$ cat src/logic/term_reg_pkg.sv
// Purpose: Shared constants for the terminal register access unit.
// Assumes: One system clock and a synchronous active-high reset.
// Notes: Register numbers are six-bit indices carried in the control byte.
package term_reg_pkg;
  localparam int unsigned CTRL_ACCESS_BIT = 7;
  localparam int unsigned CTRL_WRITE_BIT = 6;
  localparam int unsigned REG_NUM_W = 6;
  localparam logic [5:0] REG_FIRMWARE_VERSION = 6'h09;
  localparam logic [5:0] REG_WRITE_UNLOCK_CODE = 6'h1F;
  localparam logic [5:0] REG_FEATURE_CONFIG = 6'h20;
  localparam logic [5:0] REG_USER_SCALE_OFFSET = 6'h21;
  localparam logic [5:0] REG_USER_SCALE_GAIN = 6'h22;
  localparam logic [5:0] REG_THRESHOLD_ONE = 6'h23;
  localparam logic [5:0] REG_THRESHOLD_TWO = 6'h24;
  localparam logic [5:0] REG_FILTER_CUTOFF_SELECT = 6'h25;
  localparam logic [15:0] UNLOCK_CODE_WORD = 16'h1235;
  localparam logic [15:0] FEATURE_RESET = 16'h0902;
  localparam logic [15:0] GAIN_RESET = 16'h0400;
  localparam logic [15:0] CUTOFF_RESET = 16'h0100;
  localparam logic [15:0] CUTOFF_STEP_1 = 16'h0100;
  localparam logic [15:0] CUTOFF_STEP_2 = 16'h0200;
  localparam logic [15:0] CUTOFF_STEP_3 = 16'h0300;
  localparam logic [15:0] CUTOFF_STEP_4 = 16'h0400;
  localparam int unsigned FEAT_USER_SCALE_BIT = 0;
  localparam int unsigned FEAT_THR1_BIT = 9;
  localparam int unsigned FEAT_THR2_BIT = 10;
  localparam int unsigned FEAT_IIR_BIT = 11;
  localparam int unsigned GAIN_SHIFT = 10;
  localparam int unsigned STAT_THR1_BIT = 1;
  localparam int unsigned STAT_THR2_BIT = 2;
  localparam logic signed [15:0] SAT_MAX = 16'sh7FFF;
  localparam logic signed [15:0] SAT_MIN = -16'sh8000;
endpackage

$ cat src/logic/sample_path_if.sv
// Purpose: Carries the active settings and sample flow to the sample path.
// Assumes: Single clock domain.
// Notes: The settings are the latched copy taken at restart.
`timescale 1ns/100ps
`default_nettype none
interface sample_path_if;
  logic [15:0] feature;
  logic [15:0] offset;
  logic [15:0] gain;
  logic [15:0] thr_one;
  logic [15:0] thr_two;
  logic [15:0] cutoff;
  logic sample_valid;
  logic [15:0] sample;
  logic [15:0] result;
  logic [1:0] limit_flags;
  modport ctrl (output feature, offset, gain, thr_one, thr_two, cutoff, sample_valid, sample,
                input result, limit_flags);
  modport path (input feature, offset, gain, thr_one, thr_two, cutoff, sample_valid, sample,
                output result, limit_flags);
endinterface
`default_nettype wire

$ cat src/logic/sample_path.sv
// Purpose: Scaling, filtering and threshold checking of one channel.
// Assumes: Settings come from the latched active copy.
// Notes: Filter shift grows with the cut-off selection.
`timescale 1ns/100ps
`default_nettype none
module sample_path (
  input wire logic ref_clk_i,
  input wire logic sys_rst_i,
  sample_path_if.path sp
);
  logic signed [15:0] filt_ff;
  logic signed [15:0] result_ff;
  logic [1:0] flags_ff;
  logic signed [33:0] product;
  logic signed [33:0] scaled_value_stage;
  logic signed [15:0] scaled_sat;
  logic signed [15:0] user_gain_factor;
  logic signed [15:0] user_offset_term;
  logic [2:0] filt_shift;
  logic filt_on;
  logic signed [16:0] filt_diff;
  logic signed [15:0] nxt_filt;
  logic signed [15:0] stage_in;
  assign user_gain_factor = sp.gain;
  assign user_offset_term = sp.offset;
  assign product = 34'(signed'(sp.sample)) * 34'(user_gain_factor);
  assign scaled_value_stage = (product >>> term_reg_pkg::GAIN_SHIFT) +
                              34'(user_offset_term);
  assign scaled_sat = (scaled_value_stage > 34'(term_reg_pkg::SAT_MAX)) ? term_reg_pkg::SAT_MAX :
                      (scaled_value_stage < 34'(term_reg_pkg::SAT_MIN)) ? term_reg_pkg::SAT_MIN :
                      scaled_value_stage[15:0];
  assign stage_in = sp.feature[term_reg_pkg::FEAT_USER_SCALE_BIT] ? scaled_sat :
                    signed'(sp.sample);
  assign filt_shift = (sp.cutoff == term_reg_pkg::CUTOFF_STEP_1) ? 3'h1 :
                      (sp.cutoff == term_reg_pkg::CUTOFF_STEP_2) ? 3'h2 :
                      (sp.cutoff == term_reg_pkg::CUTOFF_STEP_3) ? 3'h3 :
                      (sp.cutoff == term_reg_pkg::CUTOFF_STEP_4) ? 3'h4 : 3'h0;
  assign filt_on = sp.feature[term_reg_pkg::FEAT_IIR_BIT] && (filt_shift != 3'h0);
  assign filt_diff = 17'(stage_in) - 17'(filt_ff);
  assign nxt_filt = filt_on ? 16'(filt_ff + 16'(filt_diff >>> filt_shift)) : stage_in;
  always_ff @(posedge ref_clk_i) begin
    if (sys_rst_i) begin
      filt_ff <= 16'sh0000;
      result_ff <= 16'sh0000;
      flags_ff <= 2'h0;
    end else if (sp.sample_valid) begin
      filt_ff <= nxt_filt;
      result_ff <= nxt_filt;
      flags_ff[0] <= sp.feature[term_reg_pkg::FEAT_THR1_BIT] &&
                     (nxt_filt > signed'(sp.thr_one));
      flags_ff[1] <= sp.feature[term_reg_pkg::FEAT_THR2_BIT] &&
                     (nxt_filt > signed'(sp.thr_two));
    end
  end
  assign sp.result = result_ff;
  assign sp.limit_flags = flags_ff;
endmodule
`default_nettype wire

$ cat src/logic/terminal_register_access_unit.sv
// Purpose: Register access over control byte and 16-bit data words for one channel.
// Assumes: One exchange per cycle with xfer_valid_i; restart_i models a power cycle.
// Notes: Settings written become active only at restart.
`timescale 1ns/100ps
`default_nettype none
module terminal_register_access_unit #(
  parameter logic [15:0] FIRMWARE_VERSION = 16'h3130 // Value is arbitrary.
) (
  input wire logic ref_clk_i,
  input wire logic sys_rst_i,
  input wire logic xfer_valid_i,
  input wire logic [7:0] control_byte_i,
  input wire logic [15:0] outbound_word_i,
  input wire logic restart_i,
  input wire logic sample_valid_i,
  input wire logic [15:0] sample_i,
  output logic [7:0] status_byte_o,
  output logic [15:0] inbound_word_o,
  output logic xfer_done_o
);
  sample_path_if sp ();
  logic [15:0] unlock_ff;
  logic [15:0] feature_ff;
  logic [15:0] offset_ff;
  logic [15:0] gain_ff;
  logic [15:0] thr_one_ff;
  logic [15:0] thr_two_ff;
  logic [15:0] cutoff_ff;
  logic [15:0] act_feature_ff;
  logic [15:0] act_offset_ff;
  logic [15:0] act_gain_ff;
  logic [15:0] act_thr_one_ff;
  logic [15:0] act_thr_two_ff;
  logic [15:0] act_cutoff_ff;
  logic [7:0] status_ff;
  logic [15:0] inbound_ff;
  logic done_ff;
  logic is_reg;
  logic is_write;
  logic [5:0] reg_num;
  logic unlocked;
  logic wr_unlock;
  logic wr_user;
  logic [15:0] rd_data;
  logic [7:0] nxt_status;
  logic [15:0] nxt_inbound;
  logic [7:0] proc_status;

  assign is_reg = xfer_valid_i && control_byte_i[term_reg_pkg::CTRL_ACCESS_BIT];
  assign is_write = control_byte_i[term_reg_pkg::CTRL_WRITE_BIT];
  assign reg_num = control_byte_i[term_reg_pkg::REG_NUM_W-1:0];
  assign unlocked = (unlock_ff == term_reg_pkg::UNLOCK_CODE_WORD);
  assign wr_unlock = is_reg && is_write && (reg_num == term_reg_pkg::REG_WRITE_UNLOCK_CODE);
  assign wr_user = is_reg && is_write && unlocked;

  always_comb begin
    case (reg_num)
      term_reg_pkg::REG_FIRMWARE_VERSION: rd_data = FIRMWARE_VERSION;
      term_reg_pkg::REG_WRITE_UNLOCK_CODE: rd_data = unlock_ff;
      term_reg_pkg::REG_FEATURE_CONFIG: rd_data = feature_ff;
      term_reg_pkg::REG_USER_SCALE_OFFSET: rd_data = offset_ff;
      term_reg_pkg::REG_USER_SCALE_GAIN: rd_data = gain_ff;
      term_reg_pkg::REG_THRESHOLD_ONE: rd_data = thr_one_ff;
      term_reg_pkg::REG_THRESHOLD_TWO: rd_data = thr_two_ff;
      term_reg_pkg::REG_FILTER_CUTOFF_SELECT: rd_data = cutoff_ff;
      default: rd_data = 16'h0000;
    endcase
  end

  assign proc_status = {5'h00, sp.limit_flags[1], sp.limit_flags[0], 1'b0};
  assign nxt_status = !is_reg ? proc_status :
                      is_write ? {1'b1, 1'b0, control_byte_i[5:0]} : control_byte_i;
  assign nxt_inbound = !is_reg ? sp.result : is_write ? inbound_ff : rd_data;

  always_ff @(posedge ref_clk_i) begin
    if (sys_rst_i) begin
      status_ff <= 8'h00;
      inbound_ff <= 16'h0000;
      done_ff <= 1'b0;
    end else begin
      done_ff <= xfer_valid_i;
      if (xfer_valid_i) begin
        status_ff <= nxt_status;
        inbound_ff <= nxt_inbound;
      end
    end
  end

  always_ff @(posedge ref_clk_i) begin
    if (sys_rst_i) begin
      unlock_ff <= 16'h0000;
    end else if (wr_unlock) begin
      unlock_ff <= outbound_word_i;
    end
  end

  always_ff @(posedge ref_clk_i) begin
    if (sys_rst_i) begin
      feature_ff <= term_reg_pkg::FEATURE_RESET;
      offset_ff <= 16'h0000;
      gain_ff <= term_reg_pkg::GAIN_RESET;
      thr_one_ff <= 16'h0000;
      thr_two_ff <= 16'h0000;
      cutoff_ff <= term_reg_pkg::CUTOFF_RESET;
    end else if (wr_user) begin
      case (reg_num)
        term_reg_pkg::REG_FEATURE_CONFIG: feature_ff <= outbound_word_i;
        term_reg_pkg::REG_USER_SCALE_OFFSET: offset_ff <= outbound_word_i;
        term_reg_pkg::REG_USER_SCALE_GAIN: gain_ff <= outbound_word_i;
        term_reg_pkg::REG_THRESHOLD_ONE: thr_one_ff <= outbound_word_i;
        term_reg_pkg::REG_THRESHOLD_TWO: thr_two_ff <= outbound_word_i;
        term_reg_pkg::REG_FILTER_CUTOFF_SELECT: cutoff_ff <= outbound_word_i;
        default: feature_ff <= feature_ff;
      endcase
    end
  end

  always_ff @(posedge ref_clk_i) begin
    if (sys_rst_i || restart_i) begin
      act_feature_ff <= sys_rst_i ? term_reg_pkg::FEATURE_RESET : feature_ff;
      act_offset_ff <= sys_rst_i ? 16'h0000 : offset_ff;
      act_gain_ff <= sys_rst_i ? term_reg_pkg::GAIN_RESET : gain_ff;
      act_thr_one_ff <= sys_rst_i ? 16'h0000 : thr_one_ff;
      act_thr_two_ff <= sys_rst_i ? 16'h0000 : thr_two_ff;
      act_cutoff_ff <= sys_rst_i ? term_reg_pkg::CUTOFF_RESET : cutoff_ff;
    end
  end

  assign sp.feature = act_feature_ff;
  assign sp.offset = act_offset_ff;
  assign sp.gain = act_gain_ff;
  assign sp.thr_one = act_thr_one_ff;
  assign sp.thr_two = act_thr_two_ff;
  assign sp.cutoff = act_cutoff_ff;
  assign sp.sample_valid = sample_valid_i;
  assign sp.sample = sample_i;

  sample_path u_path (
    .ref_clk_i(ref_clk_i),
    .sys_rst_i(sys_rst_i),
    .sp(sp)
  );

  assign status_byte_o = status_ff;
  assign inbound_word_o = inbound_ff;
  assign xfer_done_o = done_ff;

  logic code_wr_seen;
  logic [15:0] code_seen_ff;
  assign code_wr_seen = xfer_valid_i && control_byte_i[term_reg_pkg::CTRL_ACCESS_BIT] &&
                        control_byte_i[term_reg_pkg::CTRL_WRITE_BIT] &&
                        (reg_num == term_reg_pkg::REG_WRITE_UNLOCK_CODE);
  always_ff @(posedge ref_clk_i) begin
    if (sys_rst_i) begin
      code_seen_ff <= 16'h0000;
    end else if (code_wr_seen) begin
      code_seen_ff <= outbound_word_i;
    end
  end
endmodule
`default_nettype wire

$ cat config.mk
export PLATFORM = sky130hd
export DESIGN_NAME = terminal_register_access_unit
export DESIGN_NICKNAME = d
export VERILOG_FILES = /design/src/logic/term_reg_pkg.sv /design/src/logic/sample_path_if.sv /design/src/logic/sample_path.sv /design/src/logic/terminal_register_access_unit.sv
export SDC_FILE = /design/constraint.sdc
export NUM_CORES = 1
export LEC_CHECK = 0
export BUFFER_PORTS_ARGS = -buffer_cell sky130_fd_sc_hd__buf_2
export CAP_MARGIN = 5
export CORE_MARGIN = 1.5
export CORE_UTILIZATION = 40
export DETAILED_ROUTE_END_ITERATION = 7
export GPL_ROUTABILITY_DRIVEN = 0
export GPL_TIMING_DRIVEN = 0
export SYNTH_ARGS = -nofsm -noshare
export SYNTH_HDL_FRONTEND = slang
export SYNTH_SLANG_ARGS = --single-unit
$ cat constraint.sdc
create_clock -name ref_clk_i -period 24.4 [get_ports ref_clk_i]
set_input_delay 1.22 -clock ref_clk_i [delete_from_list [all_inputs] [get_ports ref_clk_i]]
set_output_delay 1.22 -clock ref_clk_i [all_outputs]
set_load 0.005 [all_outputs]
==> results.md, run 1 <==
* Mapped cell area at ~24000 um^2
* Hpwl dp at approximately 61000 um
* CP Buf/Inv Count at 7
* Horiz. Die Dim at 245.6 um
* Fillers at 5784
* EDFF count, synth at 84
* Drt drc at 0
* Max transition margin at 12.59%
* Max incr delay on CP at 0.82 ns
* Final min period at 17.05 ns
* Resized Gates After CTS at 0
* Postcts setup bufs at 0
* Setup CP Type: in -> reg
* Crit start category: primary input
* HP Start: feature_ff[3]
* Final Cell Area at about 26000 um^2
* Area Overhead vs Synth at 8.825%
* Nets@finish at 3256
* Worst-Skew Late Latency at ~0.54 ns
* Routed vias/inst at 5.594
* Hold path cells at 2
* Final slew viol count at 0
* Layout Cells excl Fill at around 3.6k
* Post-route setup TNS at 0 ns
* Syn_nets at 3165
* Final core utilization at between 40% and 50%
* Initial antenna violation count at 6
* Arr. time, crit path at roughly 17 ns
* Most frequent cells in the layout: 407 x nand2_1, 368 x inv_1, 264 x fa_1
* Hold Path End: feature_ff[3]
* CTS tree: done
* Initial drt markers at 1942
* # IOs at 70
* Fmax at approximately 59 MHz
* Ys flop type: dfxtp_1
* # hold bufs at CTS at 0
* Largest net degree at the start of global routing at 63
* CTS max path bufs at 3
* Yosys Warn Count at 0
* DIE AREA at 60340 um^2
* Row cnt at 88
* RR Startpoint: act_gain_ff[15]
* CTS clk-pin slew, worst paths at 0.06 ns
* Crit-path max FO at 10
* Cell count after synthesis at 2690
* Placed cell area at 24840 um^2
* Global-route wire length before repair at between 100000 and 150000 um
* Setup Viol. Count Final at 0
* WL/cell at 21.08 um
* I/O Buffers at 61
* Die height at 245.6 um
* Vias at 19.94k
* Clk_skew at 0.01406 ns
* Worst min path class: reg -> reg
* MaxCap Viol Count at 0
* FF-to-FF setup slack at 7.84 ns
* Avg Inst Size Synth at 8.755 um^2
* Asr flop ratio synth at 0%
* Worst path most repeated cell: a21oi_1
* Grt total ovfl at 0
* Vias in the first global route at 20.59k
* CTS Buf Count at 25
* Crit end category: register
* RSZ-0062 raised after global routing: no
* Worst Max-Slew Pin Slew at 1.299 ns
* Clock Sinks at 238
* Reg-to-Reg End: u_path.sp.limit_flags[0]
* H-tree depth at 1
* Share of post-route cells with drive strength above 1 at 5.431%
* Netlist cell types at 84
* Placed insts at 3517
* Slowest cell on the critical path: a211oi_1
* Cell family with the largest share of critical-path delay: compound AO/OA/AOI/OAI gates
* Total GRT Usage at 25.42%
* Total Wirelength at 75150 um
* Share of the yosys chip area belonging to registers at 23.80%
* Clk root buf: clkbuf_16
* Starting density of the core at 40.66%
* DRT antenna net count at 0
* Worst EP required at 24.83 ns
* Commonest non-fill, non-tap cell in the layout: nand2_1
* Seq cells post-synth at 238
* Drt first pass iters at 8
* R2r worst-path depth at 56
* Period Utilization, post-route at 69.86%
* Core area at 57920 um^2
* Status: finished clean
* Final hold vios at 0
## area by class of cell
type / count / area (um^2) / share of cell area [%]
multi-input combinational: 1959 / 16080 / 62.74
buffer: 123 / 479.2 / 1.870
antenna: 1 / 2.502 / 0.009764
sequential: 238 / 5605 / 21.87
inverter: 370 / 1389 / 5.419
tap: 765 / 957.2 / 3.735
clock inverter: 11 / 82.58 / 0.3222
timing repair buffer: 64 / 342.8 / 1.338
clock buffer: 34 / 690.7 / 2.695
## cell families after synthesis
kind of cell,after synthesis,share of synthesized area (%)
multiplexers,43,2.030
adder cells (fa/ha/maj),430,31.26
XOR/XNOR,65,2.417
AO/OA/AOI/OAI,504,13.85
buffers and inverters,493,7.932
flip-flops,238,23.80
AND/OR/NAND/NOR,916,18.69
other,1,0.01592
## tightest hold or removal path, cell delays in order (launching register included)
cell	delay, ns
dfxtp_1	0.31
nand2_1	0.05
a21oi_1	0.05
## through the flow
stage	hold slack (ns)	setup slack (ns)
2_1_floorplan	0.4312	10.04
3_3_place_gp	0.4405	7.264
3_5_place_dp	0.4508	7.087
4_1_cts	0.4584	7.569
5_1_grt	0.4764	6.362
6_report	0.4558	7.355
## routing by layer
layer | global-route usage [%] | vias to the layer above | routed length [um]
li1 | - | 9053 | -
met1 | 33.28 | 9794 | 31210
met2 | 42.00 | 884 | 34690
met3 | 3.438 | 210 | 5508
met4 | 10.86 | 2 | 3728
met5 | 0 | - | 15
## worst max-delay path by stage
stage	from	end	slack [ns]	cells after the start
final	sample_i[11]	u_path.sp.limit_flags[0]	7.35	58
after global routing	sample_i[11]	u_path.sp.limit_flags[0]	6.36	59
after CTS	sample_i[11]	u_path.sp.limit_flags[0]	7.57	58
after detailed placement	sample_i[11]	u_path.sp.limit_flags[0]	7.09	58
after global placement	sample_i[11]	u_path.sp.limit_flags[0]	7.26	59
after floorplan	sample_i[11]	u_path.sp.limit_flags[1]	10.04	61
## registers in the layout, indices dropped and copies added (netlist names)
name	count
u_path.sp.limit_flags	2
gain_ff	16
act_thr_one_ff	16
xfer_done_o	1
status_byte_o	7
thr_two_ff	16
offset_ff	16
inbound_word_o	16
act_cutoff_ff	16
act_offset_ff	16
cutoff_ff	16
unlock_ff	16
act_gain_ff	16
act_feature_ff	4
u_path.filt_ff	16
feature_ff	16
thr_one_ff	16
act_thr_two_ff	16
## synth_stat cells (all sizes together) (8+ instances only)
master,count,share of area [%]
and3,11,0.29
a211oi,35,1.1
o21ai,42,0.94
and2,128,3.4
fa,264,22
nand3,30,0.66
nand2,407,6.5
clkbuf,110,1.8
a31oi,15,0.40
nor2b,106,2.8
xnor2,45,1.7
nor3,24,0.51
xor2,20,0.74
or3,9,0.26
ha,166,8.8
or2,11,0.29
a21o,37,1.2
inv,368,5.9
mux2i,23,0.98
a221oi,18,0.67
nor2,131,2.1
o22ai,17,0.53
nor4,11,0.45
a21oi,217,4.6
o21a,17,0.54
a211o,8,0.30
a22oi,22,0.70
dfxtp,154,13
a222oi,8,0.34
buf,13,0.28
nand2b,16,0.43
nand4,16,0.43
mux2,18,0.86
edfxtp,84,11
Power of run 1 is left out: the tool's default activity adds up to more than one toggle a clock period on the data nets, which glitch-free logic cannot reach.
==> inputs of run 2 (changes only) <==
==> constraint.sdc (replaced) <==
create_clock -name ref_clk_i -period 17.3 [get_ports ref_clk_i]
set_input_delay 0.865 -clock ref_clk_i [delete_from_list [all_inputs] [get_ports ref_clk_i]]
set_output_delay 0.865 -clock ref_clk_i [all_outputs]
set_load 0.005 [all_outputs]
==> run 2 against run 1 <==
Against the previous run:
- count of clock-buffer cells in the layout is the same
- critical endpoint unchanged
- critical path type is now reg -> reg
- largest cell class unchanged
- worst setup slack worse by 6.3 ns
- register-to-register slack got worse by 6.8 ns
==> results.md, run 2 (same netlist as run 1, synthesis figures left out) <==
* Status: finished clean
* Drt drc at 0 (unchanged)
* WL met1 at 31040 um (-0.54%)
* Row cnt at 88 (unchanged)
* Worst min path class: reg -> reg
* Max transition margin at 10.87% (-1.7 points)
* RR Startpoint: act_gain_ff[9]
* # hold bufs at CTS at 0 (unchanged)
* Grt total ovfl at 0 (unchanged)
* Global-route wire length before repair at 118200 um (unchanged)
* Reg-to-Reg End: u_path.sp.limit_flags[0]
* Total GRT Usage at 25.42% (unchanged)
* I/O Buffers at 61 (unchanged)
* CTS max path bufs at 3 (unchanged)
* Crit end category: register
* Post-route setup TNS at 0 ns (unchanged)
* CTS clk-pin slew, worst paths at 0.06 ns (about the same)
* Placed insts at 3517 (unchanged)
* Commonest non-fill, non-tap cell in the layout: nand2_1
* H-tree depth at 1 (unchanged)
* Period Utilization, post-route at a little over nine tenths
* Initial antenna violation count at 6 (unchanged)
* Worst EP required at 17.73 ns (-7.10 ns)
* Die height at 245.6 um (unchanged)
* # IOs at 70 (unchanged)
* Initial drt markers at 1957 (+0.77%)
* DR WL met2 at 34590 um (-0.27%)
* FF-to-FF setup slack at 1.03 ns (-6.81 ns)
* Worst Max-Slew Pin Slew at 1.325 ns (+0.02551 ns)
* Nets@finish at 3255 (-0.031%)
* Crit start category: register
* CTS tree: done
* Clock Sinks at 238 (unchanged)
* Area Overhead vs Synth at 8.958%
* Arr. time, crit path at 16.70 ns (-0.77 ns)
* Clk_skew at 0.01267 ns (-0.001391 ns)
* Final slew viol count at 0 (unchanged)
* Share of post-route cells with drive strength above 1 at 5.683% (+0.25 points)
* Routed vias/inst at 5.557 (-0.67%)
* Setup CP Type: reg -> reg
* CP startpoint: act_gain_ff[9]
* CTS Buf Count at 25 (unchanged)
* DRT antenna net count at 0 (unchanged)
* Worst-Skew Late Latency at 0.54 ns (about the same)
* Most frequent cells in the layout: 407 x nand2_1, 368 x inv_1, 264 x fa_1
* Largest net degree at the start of global routing at 63 (unchanged)
* Met3 wire len at 5604 um (+1.7%)
* R2r worst-path depth at 56 (unchanged)
* Layout Cells excl Fill at 3564 (-0.028%)
* Clk root buf: clkbuf_16
* RSZ-0062 raised after global routing: no
* Hold path cells at 2 (unchanged)
* Hpwl dp at 60630 um (unchanged)
* Hold Path End: feature_ff[3]
* WL/cell at 21.02 um (-0.30%)
* Vias in the first global route at 20.59k (unchanged)
* Core area at 57920 um^2 (unchanged)
* Vias at 19.80k (-0.70%)
* Final hold vios at 0 (unchanged)
* DIE AREA at 60340 um^2 (unchanged)
* Crit-path max FO at 10 (unchanged)
* Slowest cell on the critical path: edfxtp_1
* Fmax at ~60 MHz
* Top sig layer: met5
* Max incr delay on CP at 0.67 ns (-0.15 ns)
* Starting density of the core at 40.66% (unchanged)
* Drt first pass iters at 7 (-1)
* Setup Viol. Count Final at 0 (unchanged)
* Total Wirelength at 74900 um (-0.33%)
* Worst path most repeated cell: a21oi_1
* Final min period at between 15 and 20 ns
* MaxCap Viol Count at 0 (unchanged)
* Horiz. Die Dim at 245.6 um (unchanged)
* HP Start: feature_ff[3]
run 2: cell types whose count changed in the layout (fill, tap and decap cells not counted), sizes merged:
cell and delta:
clkbuf -2, buf +1
run 2: critical path, delay by kind of cell (launching register included):
kind,cells,cell delay (ns)
muxes,3,1.17
and+or+nand+nor,11,2.46
DFF,1,0.67
buffers and inverters,5,0.94
adders and majority gates,11,5.03
xor gates and xnor gates,2,0.22
AOI/OAI and AO/OA,24,5.65
run 2: cell type report:
class	instances	area, um^2
Multi-Input combinational cell	1959	16090
Tap cell	765	957.2
Inverter	370	1389
Sequential cell	238	5605
Antenna cell	1	2.502
Timing Repair Buffer	65	362.8
Buffer	121	475.5
Clock inverter	11	82.58
Fill cell	5780	32260
Clock buffer	34	690.7
run 2: worst max-delay path by stage:
stage                                to  slack, ns
3_5_place_dp   u_path.sp.limit_flags[0]       0.34
3_3_place_gp   u_path.sp.limit_flags[0]       0.52
5_1_grt        u_path.sp.limit_flags[0]       0.02
6_report       u_path.sp.limit_flags[0]       1.03
4_1_cts        u_path.sp.limit_flags[0]       0.82
2_1_floorplan  u_path.sp.limit_flags[1]       3.30
run 2: per-stage QoR:
stage                     util (%)  hold WS (ns)  setup WS, ns  area, um^2
final                        44.31        0.4550         1.030       25660
after global routing         44.30        0.4764       0.02382       25660
after CTS                    44.23        0.4584        0.8236       25620
after detailed placement     42.89        0.4508        0.3416       24840
after global placement       42.84        0.4405        0.5186       24810
after floorplan                  -        0.4312         3.296       23550
run 2: metal layers:
layer | vias up | GRT usage (%)
li1 | 9053 | -
met1 | 9752 | 33.28
met2 | 793 | 42.00
met3 | 204 | 3.438
met4 | 2 | 10.86
met5 | - | 0
run 2: timing repair:
action                                  in CTS  in global routing
endpoints found under the setup margin       0                  2
setup buffers                                0                  1
resized for setup                            0                  9
Power of run 2 is left out for the same reason.
